## config.mk

```make
export PLATFORM = sky130hd
export DESIGN_NAME = autoneg_next_page_regs
export DESIGN_NICKNAME = d
export VERILOG_FILES = /design/src/autoneg_next_page_regs.v /design/src/np_page_tracker.v /design/src/mdio_frame_slave.v
export VERILOG_INCLUDE_DIRS = /design/src
export SDC_FILE = /design/constraint.sdc
export NUM_CORES = 1
export LEC_CHECK = 0
export BUFFER_PORTS_ARGS = -buffer_cell sky130_fd_sc_hd__buf_2
export CORE_ASPECT_RATIO = 1.1
export CORE_MARGIN = 1
export CORE_UTILIZATION = 39
export DETAILED_ROUTE_END_ITERATION = 8
export HOLD_SLACK_MARGIN = 0.12
export PLACE_DENSITY = 0.64
export SYNTH_ARGS = -nofsm -noshare
export SYNTH_HDL_FRONTEND = slang
export SYNTH_SLANG_ARGS = --single-unit
```

## constraint.sdc

```tcl
create_clock -name clock -period 5.1 [get_ports clock]
set_input_delay 0 -clock clock [delete_from_list [all_inputs] [get_ports clock]]
set_output_delay 0 -clock clock [all_outputs]
set_load 0.01 [all_outputs]
```

## src/np_regs_defs.vh

```
`ifndef NP_REGS_DEFS_VH
`define NP_REGS_DEFS_VH

// management register numbers
`define REG_AUTONEG_EXPANSION_STATUS 5'h06
`define REG_LOCAL_NEXT_PAGE_WORD 5'h07
`define REG_PARTNER_NEXT_PAGE_WORD 5'h08
`define REG_DIGITAL_MISC_CONTROL 5'h10
`define REG_FRONT_END_CONTROL_ONE 5'h11

// expansion status fields
`define EXP_LP_NP_ABLE 3
`define EXP_LOCAL_NP_ABLE 2
`define EXP_PAGE_RECEIVED 1
`define EXP_LP_AN_ABLE 0

// next-page word fields, shared by local and partner words
`define NP_NEXT_PAGE 15
`define NP_ACKNOWLEDGE 14
`define NP_MESSAGE_PAGE 13
`define NP_SECOND_ACK 12
`define NP_TOGGLE 11
`define NP_MSG_HI 10
`define NP_MSG_LO 0

// digital misc control and front end fields
`define DIG_PLL_OFF 4
`define AFE_RSVD_HI 15
`define AFE_RSVD_LO 6

// reset values
`define RST_LOCAL_NEXT_PAGE 1'h0
`define RST_LOCAL_MESSAGE_PAGE 1'h1
`define RST_LOCAL_SECOND_ACK 1'h0
`define RST_LOCAL_MESSAGE 11'h001
`define RST_PARTNER_WORD 16'h0000
`define RST_DIGITAL_MISC 16'h0000
`define RST_FRONT_END_RSVD 10'h000

// serial management frame
`define MDIO_OP_READ 2'h2
`define MDIO_OP_WRITE 2'h1
`define MDIO_PREAMBLE_BITS 6'h20
`define MDIO_HEADER_LAST 6'h0B
`define MDIO_DATA_LAST 6'h0F

`endif

```

## src/autoneg_next_page_regs.v

```verilog
`include "np_regs_defs.vh"

// Behaviour
// - local next-page-able expansion bit always reads 1, read-only.
// - page-received flag sets on new partner page, latched until read, resets 0.
// - read-only bit shows partner auto-negotiation ability, resets 0.
// - writable second-acknowledge bit, 1 will comply; resets 0.
// - read-only local toggle reflects previous transmitted toggle; resets 0.
// - writable 11-bit local message field, resets to 001h.
// - partner word shows next-page-follows and message-page bits, read-only.
// - read-only partner acknowledge bit, 1 on successful receipt; resets 0.
// - read-only partner second-acknowledge bit; resets 0.
// - read-only partner toggle bit as received.
// - read-only 11-bit partner message field, resets to zero.
// - writable bit turns PLL off in energy-detect power-down; resets 0.
// - read-only bit shows partner next-page ability; resets 0.
module autoneg_next_page_regs #(
	parameter [4:0] PHY_ADDR = 5'h01
) (
	input wire clock,
	input wire rst_b,
	input wire mdc,
	input wire mdio_in,
	output wire mdio_out,
	output wire mdio_oe,
	input wire an_partner_able,
	input wire an_partner_np_able,
	input wire an_page_rx,
	input wire [15:0] an_rx_word,
	input wire an_tx_sent,
	input wire an_tx_toggle,
	output reg local_next_page_r,
	output reg local_message_page_r,
	output reg local_second_acknowledge_r,
	output reg [10:0] local_message_r,
	output reg local_page_loaded_r,
	output reg pll_off_in_energy_detect_power_down_r
);

	// reset release
	reg [1:0] rst_pipe_r;
	wire rst_sync_b = rst_pipe_r[1];

	always @(posedge clock or negedge rst_b) begin
		if (!rst_b) begin
			rst_pipe_r <= 2'h0;
		end else begin
			rst_pipe_r <= {rst_pipe_r[0], 1'h1};
		end
	end

	// pin synchronisers: index 0 is mdc, index 1 is mdio
	wire [1:0] pin_raw = {mdio_in, mdc};
	wire [1:0] pin_sync;

	genvar gi;
	generate
		for (gi = 0; gi < 2; gi = gi + 1) begin : g_sync
			reg s1_r;
			reg s2_r;
			always @(posedge clock or negedge rst_sync_b) begin
				if (!rst_sync_b) begin
					s1_r <= 1'h0;
					s2_r <= 1'h0;
				end else begin
					s1_r <= pin_raw[gi];
					s2_r <= s1_r;
				end
			end
			assign pin_sync[gi] = s2_r;
		end
	endgenerate

	// rising edge of the management clock, with the data bit aligned to it
	reg mdc_prev_r;
	reg bit_strobe_r;
	reg bit_val_r;

	always @(posedge clock or negedge rst_sync_b) begin
		if (!rst_sync_b) begin
			mdc_prev_r <= 1'h0;
			bit_strobe_r <= 1'h0;
			bit_val_r <= 1'h0;
		end else begin
			mdc_prev_r <= pin_sync[0];
			bit_strobe_r <= pin_sync[0] & ~mdc_prev_r;
			bit_val_r <= pin_sync[1];
		end
	end

	// frame engine
	wire [4:0] reg_addr;
	wire rd_pulse;
	wire wr_pulse;
	wire [15:0] wr_data;
	reg [15:0] rd_data;

	mdio_frame_slave #(
		.PHY_ADDR(PHY_ADDR)
	) u_frame (
		.clock(clock),
		.rst_b(rst_sync_b),
		.bit_strobe(bit_strobe_r),
		.bit_in(bit_val_r),
		.rd_data(rd_data),
		.reg_addr_r(reg_addr),
		.rd_pulse_r(rd_pulse),
		.wr_pulse_r(wr_pulse),
		.wr_data_r(wr_data),
		.mdio_out_r(mdio_out),
		.mdio_oe_r(mdio_oe)
	);

	function addr_hit;
		input [4:0] addr;
		input [4:0] target;
		begin
			addr_hit = (addr == target);
		end
	endfunction

	wire rd_expansion = rd_pulse & addr_hit(reg_addr, `REG_AUTONEG_EXPANSION_STATUS);
	wire wr_local_np = wr_pulse & addr_hit(reg_addr, `REG_LOCAL_NEXT_PAGE_WORD);
	wire wr_dig_misc = wr_pulse & addr_hit(reg_addr, `REG_DIGITAL_MISC_CONTROL);
	wire wr_front_end = wr_pulse & addr_hit(reg_addr, `REG_FRONT_END_CONTROL_ONE);

	// partner page capture, local toggle and latched page flag
	wire [15:0] partner_word;
	wire local_toggle;
	wire page_received;

	np_page_tracker u_tracker (
		.clock(clock),
		.rst_b(rst_sync_b),
		.page_rx(an_page_rx),
		.rx_word(an_rx_word),
		.tx_sent(an_tx_sent),
		.tx_toggle(an_tx_toggle),
		.flag_clear(rd_expansion),
		.partner_word_r(partner_word),
		.local_toggle_r(local_toggle),
		.page_received_r(page_received)
	);

	// partner ability levels from the negotiation engine
	reg lp_an_able_r;
	reg lp_np_able_r;

	always @(posedge clock or negedge rst_sync_b) begin
		if (!rst_sync_b) begin
			lp_an_able_r <= 1'h0;
			lp_np_able_r <= 1'h0;
		end else begin
			lp_an_able_r <= an_partner_able;
			lp_np_able_r <= an_partner_np_able;
		end
	end

	// local next-page word; load pulse tells the engine a new page is ready
	always @(posedge clock or negedge rst_sync_b) begin
		if (!rst_sync_b) begin
			local_next_page_r <= `RST_LOCAL_NEXT_PAGE;
			local_message_page_r <= `RST_LOCAL_MESSAGE_PAGE;
			local_second_acknowledge_r <= `RST_LOCAL_SECOND_ACK;
			local_message_r <= `RST_LOCAL_MESSAGE;
			local_page_loaded_r <= 1'h0;
		end else begin
			local_page_loaded_r <= wr_local_np;
			if (wr_local_np) begin
				local_next_page_r <= wr_data[`NP_NEXT_PAGE];
				local_message_page_r <= wr_data[`NP_MESSAGE_PAGE];
				local_second_acknowledge_r <= wr_data[`NP_SECOND_ACK];
				local_message_r <= wr_data[`NP_MSG_HI:`NP_MSG_LO];
			end
		end
	end

	// digital misc control, all bits writable
	reg [15:0] dig_misc_r;

	always @(posedge clock or negedge rst_sync_b) begin
		if (!rst_sync_b) begin
			dig_misc_r <= `RST_DIGITAL_MISC;
			pll_off_in_energy_detect_power_down_r <= 1'h0;
		end else begin
			if (wr_dig_misc) begin
				dig_misc_r <= wr_data;
				pll_off_in_energy_detect_power_down_r <= wr_data[`DIG_PLL_OFF];
			end
		end
	end

	// front end control: only the upper reserved field is held here
	reg [9:0] front_end_rsvd_r;

	always @(posedge clock or negedge rst_sync_b) begin
		if (!rst_sync_b) begin
			front_end_rsvd_r <= `RST_FRONT_END_RSVD;
		end else if (wr_front_end) begin
			front_end_rsvd_r <= wr_data[`AFE_RSVD_HI:`AFE_RSVD_LO];
		end
	end

	// read data; unmapped registers read zero
	always @* begin
		rd_data = 16'h0000;
		case (reg_addr)
		`REG_AUTONEG_EXPANSION_STATUS: begin
			rd_data[`EXP_LP_NP_ABLE] = lp_np_able_r;
			rd_data[`EXP_LOCAL_NP_ABLE] = 1'h1;
			rd_data[`EXP_PAGE_RECEIVED] = page_received;
			rd_data[`EXP_LP_AN_ABLE] = lp_an_able_r;
		end
		`REG_LOCAL_NEXT_PAGE_WORD: begin
			rd_data[`NP_NEXT_PAGE] = local_next_page_r;
			rd_data[`NP_MESSAGE_PAGE] = local_message_page_r;
			rd_data[`NP_SECOND_ACK] = local_second_acknowledge_r;
			rd_data[`NP_TOGGLE] = local_toggle;
			rd_data[`NP_MSG_HI:`NP_MSG_LO] = local_message_r;
		end
		`REG_PARTNER_NEXT_PAGE_WORD: begin
			rd_data = partner_word;
		end
		`REG_DIGITAL_MISC_CONTROL: begin
			rd_data = dig_misc_r;
		end
		`REG_FRONT_END_CONTROL_ONE: begin
			rd_data[`AFE_RSVD_HI:`AFE_RSVD_LO] = front_end_rsvd_r;
		end
		default: begin
			rd_data = 16'h0000;
		end
		endcase
	end

endmodule // autoneg_next_page_regs

```

## src/np_page_tracker.v

```verilog
`include "np_regs_defs.vh"

module np_page_tracker (
	input wire clock,
	input wire rst_b,
	input wire page_rx,
	input wire [15:0] rx_word,
	input wire tx_sent,
	input wire tx_toggle,
	input wire flag_clear,
	output reg [15:0] partner_word_r,
	output reg local_toggle_r,
	output reg page_received_r
);

	always @(posedge clock or negedge rst_b) begin
		if (!rst_b) begin
			partner_word_r <= `RST_PARTNER_WORD;
			local_toggle_r <= 1'h0;
			page_received_r <= 1'h0;
		end else begin
			// partner word captured whole when a page arrives
			if (page_rx) begin
				partner_word_r <= rx_word;
			end
			// toggle of the last link code word sent
			if (tx_sent) begin
				local_toggle_r <= tx_toggle;
			end
			// latched high; a new page in the clearing read cycle wins
			if (page_rx) begin
				page_received_r <= 1'h1;
			end else if (flag_clear) begin
				page_received_r <= 1'h0;
			end
		end
	end

endmodule // np_page_tracker

```

## src/mdio_frame_slave.v

```verilog
`include "np_regs_defs.vh"

module mdio_frame_slave #(
	parameter [4:0] PHY_ADDR = 5'h01
) (
	input wire clock,
	input wire rst_b,
	input wire bit_strobe,
	input wire bit_in,
	input wire [15:0] rd_data,
	output reg [4:0] reg_addr_r,
	output reg rd_pulse_r,
	output reg wr_pulse_r,
	output reg [15:0] wr_data_r,
	output reg mdio_out_r,
	output reg mdio_oe_r
);

	localparam [2:0] S_PRE = 3'h0;
	localparam [2:0] S_ST = 3'h1;
	localparam [2:0] S_HDR = 3'h2;
	localparam [2:0] S_TA = 3'h3;
	localparam [2:0] S_RDAT = 3'h4;
	localparam [2:0] S_WDAT = 3'h5;

	reg [2:0] state_r;
	reg [5:0] cnt_r;
	reg [10:0] hdr_r;
	reg [15:0] shift_r;
	reg is_read_r;
	wire [11:0] hdr_full = {hdr_r, bit_in};

	always @(posedge clock or negedge rst_b) begin
		if (!rst_b) begin
			state_r <= S_PRE;
			cnt_r <= 6'h00;
			hdr_r <= 11'h000;
			shift_r <= 16'h0000;
			is_read_r <= 1'h0;
			reg_addr_r <= 5'h00;
			rd_pulse_r <= 1'h0;
			wr_pulse_r <= 1'h0;
			wr_data_r <= 16'h0000;
			mdio_out_r <= 1'h0;
			mdio_oe_r <= 1'h0;
		end else begin
			rd_pulse_r <= 1'h0;
			wr_pulse_r <= 1'h0;
			// read data snapshot the cycle after the header is decoded
			if (rd_pulse_r) begin
				shift_r <= rd_data;
			end
			if (bit_strobe) begin
				case (state_r)
				S_PRE: begin
					if (bit_in) begin
						if (cnt_r != `MDIO_PREAMBLE_BITS) begin
							cnt_r <= cnt_r + 6'h01;
						end
					end else if (cnt_r == `MDIO_PREAMBLE_BITS) begin
						state_r <= S_ST;
						cnt_r <= 6'h00;
					end else begin
						cnt_r <= 6'h00;
					end
				end
				S_ST: begin
					state_r <= bit_in ? S_HDR : S_PRE;
					cnt_r <= 6'h00;
				end
				S_HDR: begin
					hdr_r <= hdr_full[10:0];
					cnt_r <= cnt_r + 6'h01;
					if (cnt_r == `MDIO_HEADER_LAST) begin
						cnt_r <= 6'h00;
						reg_addr_r <= hdr_full[4:0];
						if (hdr_full[9:5] == PHY_ADDR && hdr_full[11:10] == `MDIO_OP_READ) begin
							state_r <= S_TA;
							is_read_r <= 1'h1;
							rd_pulse_r <= 1'h1;
						end else if (hdr_full[9:5] == PHY_ADDR &&
							hdr_full[11:10] == `MDIO_OP_WRITE) begin
							state_r <= S_TA;
							is_read_r <= 1'h0;
						end else begin
							state_r <= S_PRE;
						end
					end
				end
				S_TA: begin
					cnt_r <= cnt_r + 6'h01;
					if (cnt_r == 6'h00) begin
						// second turnaround bit driven low on reads
						if (is_read_r) begin
							mdio_oe_r <= 1'h1;
							mdio_out_r <= 1'h0;
						end
					end else begin
						cnt_r <= 6'h00;
						if (is_read_r) begin
							mdio_out_r <= shift_r[15];
							shift_r <= {shift_r[14:0], 1'h0};
							state_r <= S_RDAT;
						end else begin
							state_r <= S_WDAT;
						end
					end
				end
				S_RDAT: begin
					cnt_r <= cnt_r + 6'h01;
					if (cnt_r == `MDIO_DATA_LAST) begin
						mdio_oe_r <= 1'h0;
						mdio_out_r <= 1'h0;
						state_r <= S_PRE;
						cnt_r <= 6'h00;
					end else begin
						mdio_out_r <= shift_r[15];
						shift_r <= {shift_r[14:0], 1'h0};
					end
				end
				S_WDAT: begin
					shift_r <= {shift_r[14:0], bit_in};
					cnt_r <= cnt_r + 6'h01;
					if (cnt_r == `MDIO_DATA_LAST) begin
						wr_data_r <= {shift_r[14:0], bit_in};
						wr_pulse_r <= 1'h1;
						state_r <= S_PRE;
						cnt_r <= 6'h00;
					end
				end
				default: begin
					state_r <= S_PRE;
					cnt_r <= 6'h00;
				end
				endcase
			end
		end
	end

endmodule // mdio_frame_slave

```

* After elaboration in Yosys (flattened, before gate mapping) *
Cells that the tools add are included.

word-level totals
  register bits after elaboration = 133
  input port bits = 25

operators by class
  muxes and demuxes = 47
  equality and inequality tests = 26
  reductions and logical operators = 16
  $add $sub $neg = 1
  bitwise operators = 6

operators with widths
  operator             count
  $mux 16              5
  $pmux 16 s3          1
  $pmux 8 s4           1
  $mux 6               5
  $pmux 6 s4           1
  $mux 1               19
  $mux 3               6
  $pmux 4 s4           1
  $pmux 3 s5           1
  $eq 6x4->1 const B   2
  $ne 2x1->1 const B   6
  $eq 5x3->1 const B   2
  $eq 5x5->1 const B   2
  $reduce_and 3->1     3
  $add 6x1->6 const B  1
  $eq 3x2->1 const B   2
  $eq 3x3->1 const B   2
  $eq 6x6->1 const B   1
  $logic_not 6->1      1
  $ne 6x6->1 const B   1
  $pmux 2 s3           1
  $reduce_and 6->1     1
  $reduce_bool 2->1    3
  $and 1x1->1          5
  18 further kinds     23

* Longest topological paths before layout *
Gate-level depths: netlist of the first run.

  depth after elaboration = 7
  mapped depth = 8
  mapped depth without buffers = 7

* Cells and area by module *
Synthesis of the first run repeated with hierarchy kept, for this count alone.

unflattened totals
  cells, all modules = 459
  area, all modules = 5929.4 µm²

by module, submodules not included
  module                  area each (µm²)  cells each  sequential area each (µm²)  instances
  mdio_frame_slave        2945.3           259         1551.5                      1
  autoneg_next_page_regs  2264.7           161         1303.8                      1
  np_page_tracker         719.4            39          450.4                       1

* Least setup slack after synthesis of the first run *
OpenSTA, ideal clock, no wires.

  kind = register to register
  from = reg u_frame.cnt_r[0]
  to = reg u_frame.wr_data_r[0]
  setup time = 0.125 ns
  path buffers = 1
  stages on the path, launching flop included = 7
  slack = 3.087 ns
  arrival = 1.888 ns
  cells stage by stage = dfrtp_1 > ha_1 > nor3b_4 > nand3_1 > nor2_2 > buf_4 > mux2_2

on the way
  cells in the longest elaborated chain, start to end = 2

RTL lines
  what                               line                    RTL
  from (decl)                        mdio_frame_slave.v:27   reg [5:0] cnt_r;
  from (signal assigned)             mdio_frame_slave.v:58   cnt_r <= cnt_r + 6'h01;
  from (signal assigned)             mdio_frame_slave.v:73   cnt_r <= cnt_r + 6'h01;
  from (signal assigned)             mdio_frame_slave.v:91   cnt_r <= cnt_r + 6'h01;
  $eq 6x4->1 (no source line)        -
  $reduce_and 3->1 (no source line)  -
  to (signal assigned)               mdio_frame_slave.v:125  wr_data_r <= {shift_r[14:0], bit_in};
  to (decl)                          mdio_frame_slave.v:14   output reg [15:0] wr_data_r,

No other way between the ends.
A chain may end at the register's enable or synchronous reset.

* Final worst setup path of the first run *
  from = reg u_frame.reg_addr_r[0]
  to = reg local_message_r[3]

on the way
  cells in the longest elaborated chain, start to end = 2

RTL lines
  what                    line                          RTL
  from (decl)             mdio_frame_slave.v:11         output reg [4:0] reg_addr_r,
  from (signal assigned)  mdio_frame_slave.v:76         reg_addr_r <= hdr_full[4:0];
  $eq 5x3->1              autoneg_next_page_regs.v:118  addr_hit = (addr == target);
  $and 1x1->1             autoneg_next_page_regs.v:123  wire wr_local_np = wr_pulse & addr_hit(reg_addr, `REG_LOCAL_NEXT_PAGE_WORD);
  to (signal assigned)    autoneg_next_page_regs.v:165  local_message_r <= `RST_LOCAL_MESSAGE;
  to (signal assigned)    autoneg_next_page_regs.v:173  local_message_r <= wr_data[`NP_MSG_HI:`NP_MSG_LO];
  to (decl)               autoneg_next_page_regs.v:35   output reg [10:0] local_message_r,

No other way between the ends.

==> results by group, run 1 <==
Floorplanning
  • Die width: 120 um
  • Initial Utilization: 40.6%
  • I/O pin count: between 40 and 50
  • Standard-cell row count: 46
  • Die area: about 0.016 mm2
  • Die span in y: 131 um
  • Core Area: 0.0146 mm2

Timing
  • Final Hold Viols: 0
  • # setup viols final: 0
  • Layout Skew: around 0.011 ns
  • Setup TNS: 0 ns
  • Worst hold slack: 0.224 ns
  • Fin crit share: between 60 and 70%
  • RSZ-0062 raised after global routing: false
  • Slew @ Worst Pin: 1.20 ns
  • Rel. slew slack: 19.6%
  • Max Slew Vio Count: 0
  • Fmax: 0.325 GHz
  • Final worst path period need: 3.07 ns
  • Setup ws final: around 2 ns

Final layout
  • Design Area, Final: ~0.007 mm2
  • Nets: 550
  • Layout Cells excl Fill: 725
  • Synthesis-to-layout area growth: 19.1%
  • Final Util: 48.3%
  • Ant. Diodes: 0
  • Layout cells sized above 1: 33.8%
  • Fillcell total: 1306

GRT
  • First-pass GRT wire length: 20500 um
  • Grt ovf: 0
  • Gr usage total: 16.9%
  • Vias in the first global route: around 4000
  • Antenna violations before repair: 0
  • Largest net degree at the start of global routing: 69

Pwr
  • Static leakage: 3.26 nW
  • Peak VDD IR: 0.000240 V
  • Pwr Density: 330 mW/mm2
  • Power consumption: roughly 2.3 mW

Route
  • WL final: 12300 um
  • 1st-pass router iterations: 4
  • Vias: roughly 3800
  • Routed vias/inst: 5.30
  • DR WL/cell: approximately 17 um
  • Starting DRT DRC Count: 208
  • Post-route ant nets: 0
  • DR DRC count: 0

Clock tree
  • CTS resizes: 0
  • CTS Buf Count: 17
  • Clock root buffer: clkbuf_16
  • # hold bufs at CTS: 25
  • Clock Latency Late Sink: 0.42 ns
  • Clk slew on worst S/H paths: 0.05 ns
  • CTS H-tree lvls: 4
  • Postcts setup bufs: 0
  • CTS Buffer Depth: 2
  • CTS tree: yes
  • Sink Count: 132

Logic synthesis
  • Sequential area share after synthesis: 55.7%
  • Ys async rst share: 100%
  • Yosys warnings: 0
  • Post-synthesis cell area: between 0.005 and 0.006 mm2
  • #FFs+latches synth: between 100 and 150
  • Cells after Synth: roughly 460
  • Dominant synthesized flop cell: dfrtp_1
  • Avg Inst Size Synth: 12.8 um2
  • EDFF count, synth: 0
  • Cell variety after synth: 66
  • Synthesized Nets: slightly below 500

Worst setup path
  • Internal reg-to-reg setup slack: ~2.0 ns
  • Arrival @ worst endpoint: 3.37 ns
  • WS Path Type: register to register
  • Critical Path RT: 5.40 ns
  • Startpoint class of the critical path: register
  • CP Max Fanout: 20
  • Setup crit end kind: register

Job
  • Max-Cap Viols: 0

Place
  • Number of port buffers: 42
  • Placed Area: 0.00627 mm2
  • Placed cell count: 671
  • Gpl congestion: 0.812
  • Post-Place Setup Slack: 1.94 ns
  • HPWL Detailed: 7790 um

Worst hold path
  • Hold Crit Class: input port to register

Outcome
  • Status: completed
==> worst paths after layout <==
| check | cells after the start | end | from |
|---|---|---|---|
| max | 3 | local_message_r[3] | u_frame.reg_addr_r[0] |
| min in group asynchronous | 0 | u_frame.shift_r[1] | rst_pipe_r[1] |
| min | 2 | g_sync[0].s1_r | mdc |
| max reg2reg | 3 | local_message_r[3] | u_frame.reg_addr_r[0] |
| min reg2reg | 0 | rst_pipe_r[1] | rst_pipe_r[0] |
| max in group asynchronous | 1 | u_frame.mdio_oe_r | rst_pipe_r[1] |
==> synth_stat cells (2+ instances only) <==
master | instances | area, um2
nand2b_1 | 5 | 31.3
o21ai_0 | 17 | 85.1
nor3_1 | 2 | 10.0
mux2i_1 | 5 | 50.1
a32oi_1 | 6 | 52.6
buf_2 | 13 | 65.1
a21o_1 | 3 | 22.5
nand3b_1 | 5 | 37.5
and3b_1 | 2 | 17.5
o22a_1 | 9 | 78.8
mux2_4 | 9 | 135
a21oi_1 | 19 | 95.1
dfstp_2 | 2 | 52.6
mux2_2 | 82 | 923
nor2b_1 | 3 | 18.8
ha_1 | 2 | 25.0
o31ai_1 | 4 | 30.0
dfrtp_1 | 130 | 3250
nand4b_1 | 3 | 26.3
o221ai_1 | 4 | 35.0
a221oi_1 | 5 | 43.8
nand2_1 | 13 | 48.8
nand3_1 | 7 | 35.0
or3_1 | 2 | 12.5
and4bb_2 | 2 | 25.0
o21a_1 | 5 | 37.5
a31oi_1 | 2 | 12.5
a2bb2oi_1 | 2 | 17.5
a22oi_1 | 10 | 75.1
or4b_1 | 2 | 20.0
inv_1 | 22 | 82.6
nor2_1 | 17 | 63.8
buf_4 | 3 | 22.5
nor3b_1 | 2 | 15.0
and3_1 | 4 | 25.0
clkbuf_1 | 10 | 37.5
==> sequential cells by signal (all words and copies together) (netlist names), 2 cells and up <==
name	cells
u_tracker.partner_word_r	16
front_end_rsvd_r	10
g_sync.s1_r	2
u_frame.shift_r	16
local_message_r	11
dig_misc_r	16
u_frame.hdr_r	11
rst_pipe_r	2
u_frame.cnt_r	6
g_sync.s2_r	2
u_frame.reg_addr_r	5
u_frame.state_r	3
u_frame.wr_data_r	16
==> cell families (layout without fill, tap and decap cells) <==
family,count (synthesis),after routing,synth area share [%]
multiplexers,97,97,18.9
adder cells (fa/ha/maj),2,2,0.421
XOR/XNOR,1,1,0.148
other,1,1,0.0632
flip-flops,132,132,55.7
AND/OR/NAND/NOR,84,84,9.38
AO/OA/AOI/OAI,96,96,11.7
buffers and inverters,50,120,3.75
==> where the power goes <==
part           switching [mW]  internal [mW]
Clock                   0.412          0.722
Sequential             0.0386           1.07
Combinational          0.0376         0.0485
==> cell usage in the layout (no fill, tap or decap), drive strengths merged, types with 3 or more instances in the layout <==
cell type / n
nand3: 7
nand3b: 5
clkinv: 4
o31ai: 4
o22a: 9
nor2b: 3
nand4b: 3
inv: 22
o221ai: 4
clkbuf: 24
a21o: 3
and3: 4
a221oi: 5
buf: 44
o21ai: 17
nand2: 14
nor3: 3
a21oi: 19
o21a: 5
a32oi: 6
nand2b: 5
mux2i: 5
nor3b: 3
dfrtp: 130
mux2: 92
nor2: 19
dlygate4sd3: 25
a22oi: 10
==> layout make-up <==
cell class              count  area (um2)  share of cell area, %
multi-input cells         281        2410                   34.1
clock buffers              24         502                   7.10
flip-flops and latches    132        3310                   46.8
well taps                 192         240                   3.40
repair buffers             69         475                   6.73
inverters                  22        82.6                   1.17
clock inverters             5        50.0                  0.708
==> metal layers <==
metal,share of wire [%],GRT usage [%],up-vias,wire [um]
met5,0,0,-,0
met4,1.7,7.43,0,214
met3,3.1,4.69,17,382
met2,50,27.7,65,6140
met1,45,20.5,1942,5550
li1,-,-,1820,-
==> worst max-delay path, cell delays in order (launching register included) <==
cell and delay (ns):
dfrtp_1 0.91, and2_0 0.86, nand2_1 0.71, mux2_2 0.47
Power figures use the tool's default switching activity.
==> run 2, diff against run 1 <==
Settings changed: ABC_AREA from default to 1, PLACE_DENSITY 0.64 to 0.66.
Clock period 5.1 ns to 2.5 ns, I/O delays scaled along.
==> run 2 against run 1 <==
Net effect: cell count increased by 40%; worst hold slack improved by 0.0018 ns; wire length increased by 17%; die area increased by 3.4%; register-to-register slack got worse by 1.4 ns; critical path depth increased by 6; clock power increased by 120%; non-clock buffer count increased by 29; sequential cell count unchanged; first-iteration DRC count increased by 84%; synthesized cell count increased by 56%; utilization increased by 1.2 points; critical path type unchanged; critical endpoint is now u_frame.shift_r[7].
==> results by group, run 2 <==
Place
  • Number of port buffers: 42 (unchanged)
  • Post-Place Setup Slack: 0.611 ns (-1.33 ns)
  • Gpl congestion: 0.901 (+11%)
  • HPWL Detailed: 9650 um (+24%)
  • Placed cell count: 942 (+40%)

Logic synthesis
  • Synthesized Nets: 751 (+53%)
  • Yosys warnings: 0 (unchanged)
  • Sequential area share after synthesis: 53.8% (-1.9 points)
  • Cell variety after synth: 35 (-47%)
  • Cells after Synth: 724 (+56%)
  • Post-synth top cells: nand2_1, dfrtp_1, o21ai_0
  • Post-synthesis cell area: 0.00614 mm2 (+3.5%)
  • Dominant synthesized flop cell: dfrtp_1
  • #FFs+latches synth: 132 (unchanged)
  • Ys async rst share: 100% (unchanged)
  • Top cell type by total area after synthesis: dfrtp_1
  • Avg Inst Size Synth: 8.49 um2 (-34%)
  • Most common cell in the netlist: nand2_1
  • EDFF count, synth: 0 (unchanged)
  • Top-area cell type share of the netlist area: 53.0% (-1.8 points)
  • Area contributors post-synth: dfrtp_1, nand2_1, o21ai_0

GRT
  • Gr usage total: 19.1% (+2.3 points)
  • Largest net degree at the start of global routing: 56 (-19%)
  • Antenna violations before repair: 0 (unchanged)
  • First-pass GRT wire length: 24200 um (+18%)
  • Grt ovf: 0 (unchanged)
  • Vias in the first global route: 4968 (+24%)

Final layout
  • Sequential Area: 0.00331 mm2 (unchanged)
  • Fillcell total: 1398 (+7.0%)
  • Layout Cells excl Fill: 1015 (+40%)
  • Ant. Diodes: 0 (unchanged)
  • Nets: 833 (+51%)
  • Synthesis-to-layout area growth: 22.9%
  • Area of the multi-input gates: 0.00240 mm2 (-0.36%)
  • Commonest non-fill, non-tap cells in the layout: nand2_1, dfrtp_1, o21ai_0
  • Leading cell type in the layout, fill and taps excluded: nand2_1
  • Layout cells sized above 1: 16.2% (-18 points)

Timing
  • Final Hold Viols: 0 (unchanged)
  • Fin crit share: 75.4% (+15 points)
  • Setup TNS: 0 ns (unchanged)
  • Rel. slew slack: 49.9% (+30 points)
  • Final worst path period need: 1.89 ns (-1.19 ns)
  • Setup ws final: 0.615 ns (-1.41 ns)
  • Layout Skew: 0.00530 ns (-0.00584 ns)
  • # setup viols final: 0 (unchanged)
  • RSZ-0062 raised after global routing: false
  • Max Slew Vio Count: 0 (unchanged)
  • Fmax: 0.530 GHz (+63%)
  • Worst hold slack: 0.226 ns (+0.00183 ns)
  • Slew @ Worst Pin: 0.752 ns (-0.444 ns)

Clock tree
  • Clk slew on worst S/H paths: 0.06 ns (about the same)
  • CTS Buf Count: 17 (unchanged)
  • Clock root buffer: clkbuf_16
  • Clock Latency Late Sink: 0.42 ns (about the same)
  • CTS tree: yes
  • CTS H-tree lvls: 4 (unchanged)
  • CTS Buffer Depth: 2 (unchanged)
  • CTS resizes: 0 (unchanged)
  • Sink Count: 132 (unchanged)

Worst hold path
  • Hold wc startpoint: mdio_in
  • Hold Crit Class: input port to register

Outcome
  • Status: completed

Worst setup path
  • R2R Path Start: u_frame.cnt_r[0]
  • Startpoint class of the critical path: register
  • Arrival @ worst endpoint: 2.19 ns (-1.18 ns)
  • Critical Path RT: 2.81 ns (-2.59 ns)
  • Worst path max stage delay: 0.42 ns (-0.49 ns)
  • Slowest cell on crit path: dfrtp_1
  • Buffer and inverter count on the worst path: 0 (unchanged)
  • CP Max Fanout: 16 (-20%)
  • Setup crit end kind: register
  • Crit path cell chain: ha_1 > nand3_1 > nor2_1 > nand2_2 > nand2_2 > nor2_4 > nand2_4 > nand3_1 > nand2_1
  • WS Path Type: register to register
  • Cell family with most CP delay: simple AND/OR/NAND/NOR gates
  • CP Launch Point: u_frame.cnt_r[0]

Route
  • 1st-pass router iterations: 5 (+1)
  • WL final: 14400 um (+17%)
  • Vias: 5112 (+33%)
  • Starting DRT DRC Count: 383 (+84%)
  • Post-route ant nets: 0 (unchanged)
  • DR DRC count: 0 (unchanged)
  • Routed vias/inst: 5.04 (-5.0%)
  • DR WL/cell: 14.2 um (-16%)

Pwr
  • Power consumption: 4.91 mW (+110%)
  • Peak VDD IR: 0.000544 V (+130%)
  • Pwr Density: 650 mW/mm2 (+97%)
  • Static leakage: 3.56 nW (+9.3%)

Floorplanning
  • Initial Utilization: 40.3% (-0.28 points)
  • Die span in y: 134 um (+1.7%)
  • Standard-cell row count: 47 (+2.2%)
  • I/O pin count: 43 (unchanged)
  • Core Area: 0.0152 mm2 (+4.2%)
  • Die area: 0.0163 mm2 (+3.4%)
  • Die width: 122 um (+1.7%)

Job
  • Max-Cap Viols: 0 (unchanged)
run 2: cell types whose count changed in the layout (fill, tap and decap cells not counted), sizes merged, moves of 9 or more:
cell	previous run	this run
buf	44	57
dlygate4sd3	25	41
nand3	7	57
o22a	9	0
nand4	1	52
nor2	19	42
o21ai	17	80
inv	22	70
nand2	14	220
a22oi	10	0
a21oi	19	4
mux2	92	17
run 2: path summary, 6_finish.rpt:
path	cells past startpoint	endpoint	slack, ns
worst max-delay path	9	u_frame.shift_r[7]	0.61
min in group asynchronous	0	u_frame.shift_r[6]	0.41
worst min register to register	0	g_sync[1].s2_r	0.35
max in group asynchronous	1	local_message_r[0]	1.36
worst max register to register	9	u_frame.shift_r[7]	0.61
worst min-delay path	2	g_sync[1].s1_r	0.23
run 2: stage by stage:
stage | util [%] | area (um2)
finish | 49.6 | 7550
global route | 49.6 | 7550
CTS | 49.6 | 7550
detailed placement | 43.0 | 6550
global placement | 43.0 | 6550
floorplan | - | 6140
run 2: layer usage:
metal / up-vias / GRT usage (%) / part of all wire [%]
met4: 0 / 8.16 / 1.8
met2: 104 / 30.5 / 48
li1: 2543 / - / -
met3: 20 / 4.37 / 4.1
met1: 2445 / 24.9 / 46
met5: - / 0 / 0
run 2: cell families after synthesis:
family | count (synthesis) | share of synthesized area (%)
muxes | 17 | 3.12
AOI/OAI and AO/OA | 89 | 7.58
buffers and inverters | 105 | 7.17
other | 1 | 0.0610
adders and majority gates | 2 | 0.407
and+or+nand+nor | 376 | 27.6
xor gates and xnor gates | 2 | 0.285
DFF | 132 | 53.8
run 2: report_power, final:
group | internal (mW) | switching, mW
clock network | 1.52 | 0.929
logic | 0.127 | 0.0992
registers | 2.18 | 0.0527
total | 3.83 | 1.08
run 2: repair_timing:
action                    in CTS  in global routing
hold buffers                  41                  0
buffers inserted               0                  0
hold endpoints to repair      24                  0
run 2: layout make-up:
cell class,count,area share (%)
Multi-Input combinational cell,487,31.8
Sequential cell,132,43.8
Inverter,70,3.50
Clock inverter,12,1.72
Timing Repair Buffer,98,9.88
Tap cell,196,3.25
Clock buffer,20,6.05
==> run 3, diff against run 2 <==
Settings changed: ABC_AREA 1 to 0, PLACE_DENSITY 0.66 to 0.64.
Clock period 2.5 ns to 1.9 ns, I/O delays scaled along.
==> run 3 against run 2 <==
Net effect: the flow now finishes with violations (negative setup slack); utilization grew 3.9 points; wire length shrank 6.6%; maximum frequency shrank 2.5%; highest routed layer unchanged; via count shrank 18%.
==> results by group, run 3 (synthesized netlist as in run 1, its figures left out) <==
Outcome
  • Status: complete, but fails checks
  • Failing checks: negative setup slack

Worst setup path
  • WS Path Type: register to register
  • CP Launch Point: u_frame.reg_addr_r[1]
  • Slowest cell on crit path: or4b_4
  • Setup crit end kind: register
  • Critical Path RT: 2.25 ns (-0.56 ns)
  • R2R Path Start: u_frame.reg_addr_r[1]
  • Arrival @ worst endpoint: 2.29 ns (+0.10 ns)
  • CP Max Fanout: 4 (-12)
  • Startpoint class of the critical path: register
  • Worst path max stage delay: 0.57 ns (+0.15 ns)
  • Crit path cell chain: or4b_4 > a211oi_4 > buf_4 > buf_4 > a21oi_1 > a21oi_1 > o22a_1

Clock tree
  • CTS H-tree lvls: 4 (unchanged)
  • CTS Buf Count: 17 (unchanged)
  • CTS tree: yes
  • Clk slew on worst S/H paths: 0.05 ns (about the same)
  • CTS Buffer Depth: 2 (unchanged)
  • Sink Count: 132 (unchanged)
  • Clock Latency Late Sink: 0.42 ns (about the same)
  • Clock root buffer: clkbuf_16

Route
  • WL final: 13500 um (-6.6%)
  • Post-route ant nets: 0 (unchanged)
  • Vias: 4172 (-18%)
  • DR WL/cell: 17.1 um (+20%)
  • DR DRC count: 0 (unchanged)
  • Starting DRT DRC Count: 219 (-43%)
  • 1st-pass router iterations: 7 (+2)
  • Routed vias/inst: 5.30 (+5.3%)

Final layout
  • Layout Cells excl Fill: 787 (-22%)
  • Ant. Diodes: 0 (unchanged)
  • Synthesis-to-layout area growth: 31.7%
  • Layout cells sized above 1: 43.4% (+27 points)
  • Fillcell total: 1255 (-10%)
  • Design Area, Final: 0.00782 mm2 (+3.5%)
  • Commonest non-fill, non-tap cells in the layout: dfrtp_1, mux2_2, buf_4
  • Nets: 611 (-27%)
  • Leading cell type in the layout, fill and taps excluded: dfrtp_1

Pwr
  • Pint: 5.00 mW (+31%)
  • Static leakage: 3.63 nW (+1.8%)
  • Pwr Density: 814 mW/mm2 (+25%)
  • Switching fraction of total power: 21.4% (-0.66 points)
  • Peak VDD IR: 0.000621 V (+14%)
  • Clock share of power: 47.4% (-2.5 points)
  • Power consumption: 6.36 mW (+30%)
  • P_sw: 1.36 mW (+26%)
  • Comb pwr share: 6.5% (+1.9 points)
  • Power share of the sequential group: 46.2% (+0.7 points)

Timing
  • # setup viols final: 8 (+8)
  • RSZ-0062 raised after global routing: true
  • Final worst path period need: 1.93 ns (+0.0474 ns)
  • Fin crit share: 102% (+26 points)
  • Layout Skew: 0.00715 ns (+0.00185 ns)
  • Final Hold Viols: 0 (unchanged)
  • Worst hold slack: 0.113 ns (-0.112 ns)
  • Fmax: 0.517 GHz (-2.5%)
  • Setup ws final: -0.0328 ns (-0.647 ns)
  • Max Slew Vio Count: 0 (unchanged)

Floorplanning
  • Core Area: 0.0146 mm2 (-4.0%)
  • Standard-cell row count: 46 (-2.1%)
  • I/O pin count: 43 (unchanged)
  • Die width: 120 um (-1.7%)
  • Die area: 0.0157 mm2 (-3.3%)
  • Die span in y: 131 um (-1.7%)
  • Initial Utilization: 40.6% (+0.28 points)

GRT
  • Antenna violations before repair: 0 (unchanged)
  • Largest net degree at the start of global routing: 68 (+21%)
  • Grt ovf: 0 (unchanged)
  • Vias in the first global route: 4489 (-9.6%)
  • Gr usage total: 18.6% (-0.51 points)
  • First-pass GRT wire length: 22700 um (-6.2%)

Place
  • Gpl congestion: 0.814 (-9.7%)
  • Placed Area: 0.00672 mm2 (+2.5%)
  • Placed cell count: 719 (-24%)
  • Number of port buffers: 42 (unchanged)
  • HPWL Detailed: 8680 um (-10%)
  • Post-Place Setup Slack: -0.154 ns (-0.765 ns)

Job
  • Max-Cap Viols: 0 (unchanged)

Worst hold path
  • Hold Crit Class: input port to register
  • Hold wc startpoint: an_page_rx
[run 3: changes by cell type in the layout (fill, tap and decap cells not counted), sizes merged, moves of 15 or more]
cell / delta
nand2: -206
mux2: +75
o21ai: -63
nand4: -51
nand3: -50
buf: +49
inv: -48
nor2: -23
dlygate4sd3: -17
a21oi: +15
[run 3: metrics by stage]
step | util (%) | TNS [ns]
3_5_place_dp | 46.0 | -2.65
4_1_cts | 52.5 | -1.36
3_3_place_gp | 46.0 | -1.07
2_1_floorplan | - | 0
6_report | 53.5 | -0.105
5_1_grt | 53.5 | -2.24
[run 3: final timing paths]
kind                       slack [ns]                        end  depth (start not counted)
setup / recovery                -0.03         u_frame.shift_r[5]                          7
min in group asynchronous        0.35             g_sync[0].s1_r                          1
setup reg to reg                -0.03         u_frame.shift_r[5]                          7
hold / removal                   0.11  u_tracker.page_received_r                          2
hold reg to reg                  0.34              rst_pipe_r[1]                          0
max in group asynchronous        1.22       local_message_page_r                          1
[run 3: cell type report]
cell class | count | area, um2 | area share (%)
clock inverter | 5 | 50.0 | 0.640
timing repair buffer | 130 | 1060 | 13.5
clock buffer | 25 | 495 | 6.34
inverter | 22 | 82.6 | 1.06
sequential | 132 | 3310 | 42.3
tap | 192 | 240 | 3.07
multi-input combinational | 281 | 2580 | 33.0
[run 3: critical path, delay by kind of cell, from the launching register on]
kind,cells,cell delay (ns)
AO/OA/AOI/OAI,4,0.66
AND/OR/NAND/NOR,1,0.57
flip-flops,1,0.41
buffers and inverters,2,0.24
[run 3: power by group through the flow]
stage	sequential [mW]	clock [mW]	combinational, mW
after floorplan	3.00	0	0.165
after global placement	2.98	0	0.312
after detailed placement	2.98	0	0.323
after CTS	2.93	3.08	0.400
after global routing	2.94	3.22	0.455
final	2.94	3.01	0.412
[run 3: per-layer routing]
| layer | global-route usage (%) | share of wire [%] |
|---|---|---|
| met1 | 22.4 | 42 |
| met2 | 31.6 | 52 |
| met3 | 4.43 | 3.4 |
| met4 | 7.99 | 1.9 |
| met5 | 0 | 0 |
[run 3: timing repair]
action | 4_1_cts | 5_1_grt
hold buffers | 24 | 0
setup endpoints to repair | 50 | 51
gates resized for setup | 17 | 19
hold endpoints to repair | 23 | 0
setup buffers | 10 | 3
gates cloned | 1 | 0
pin swaps | 5 | 4
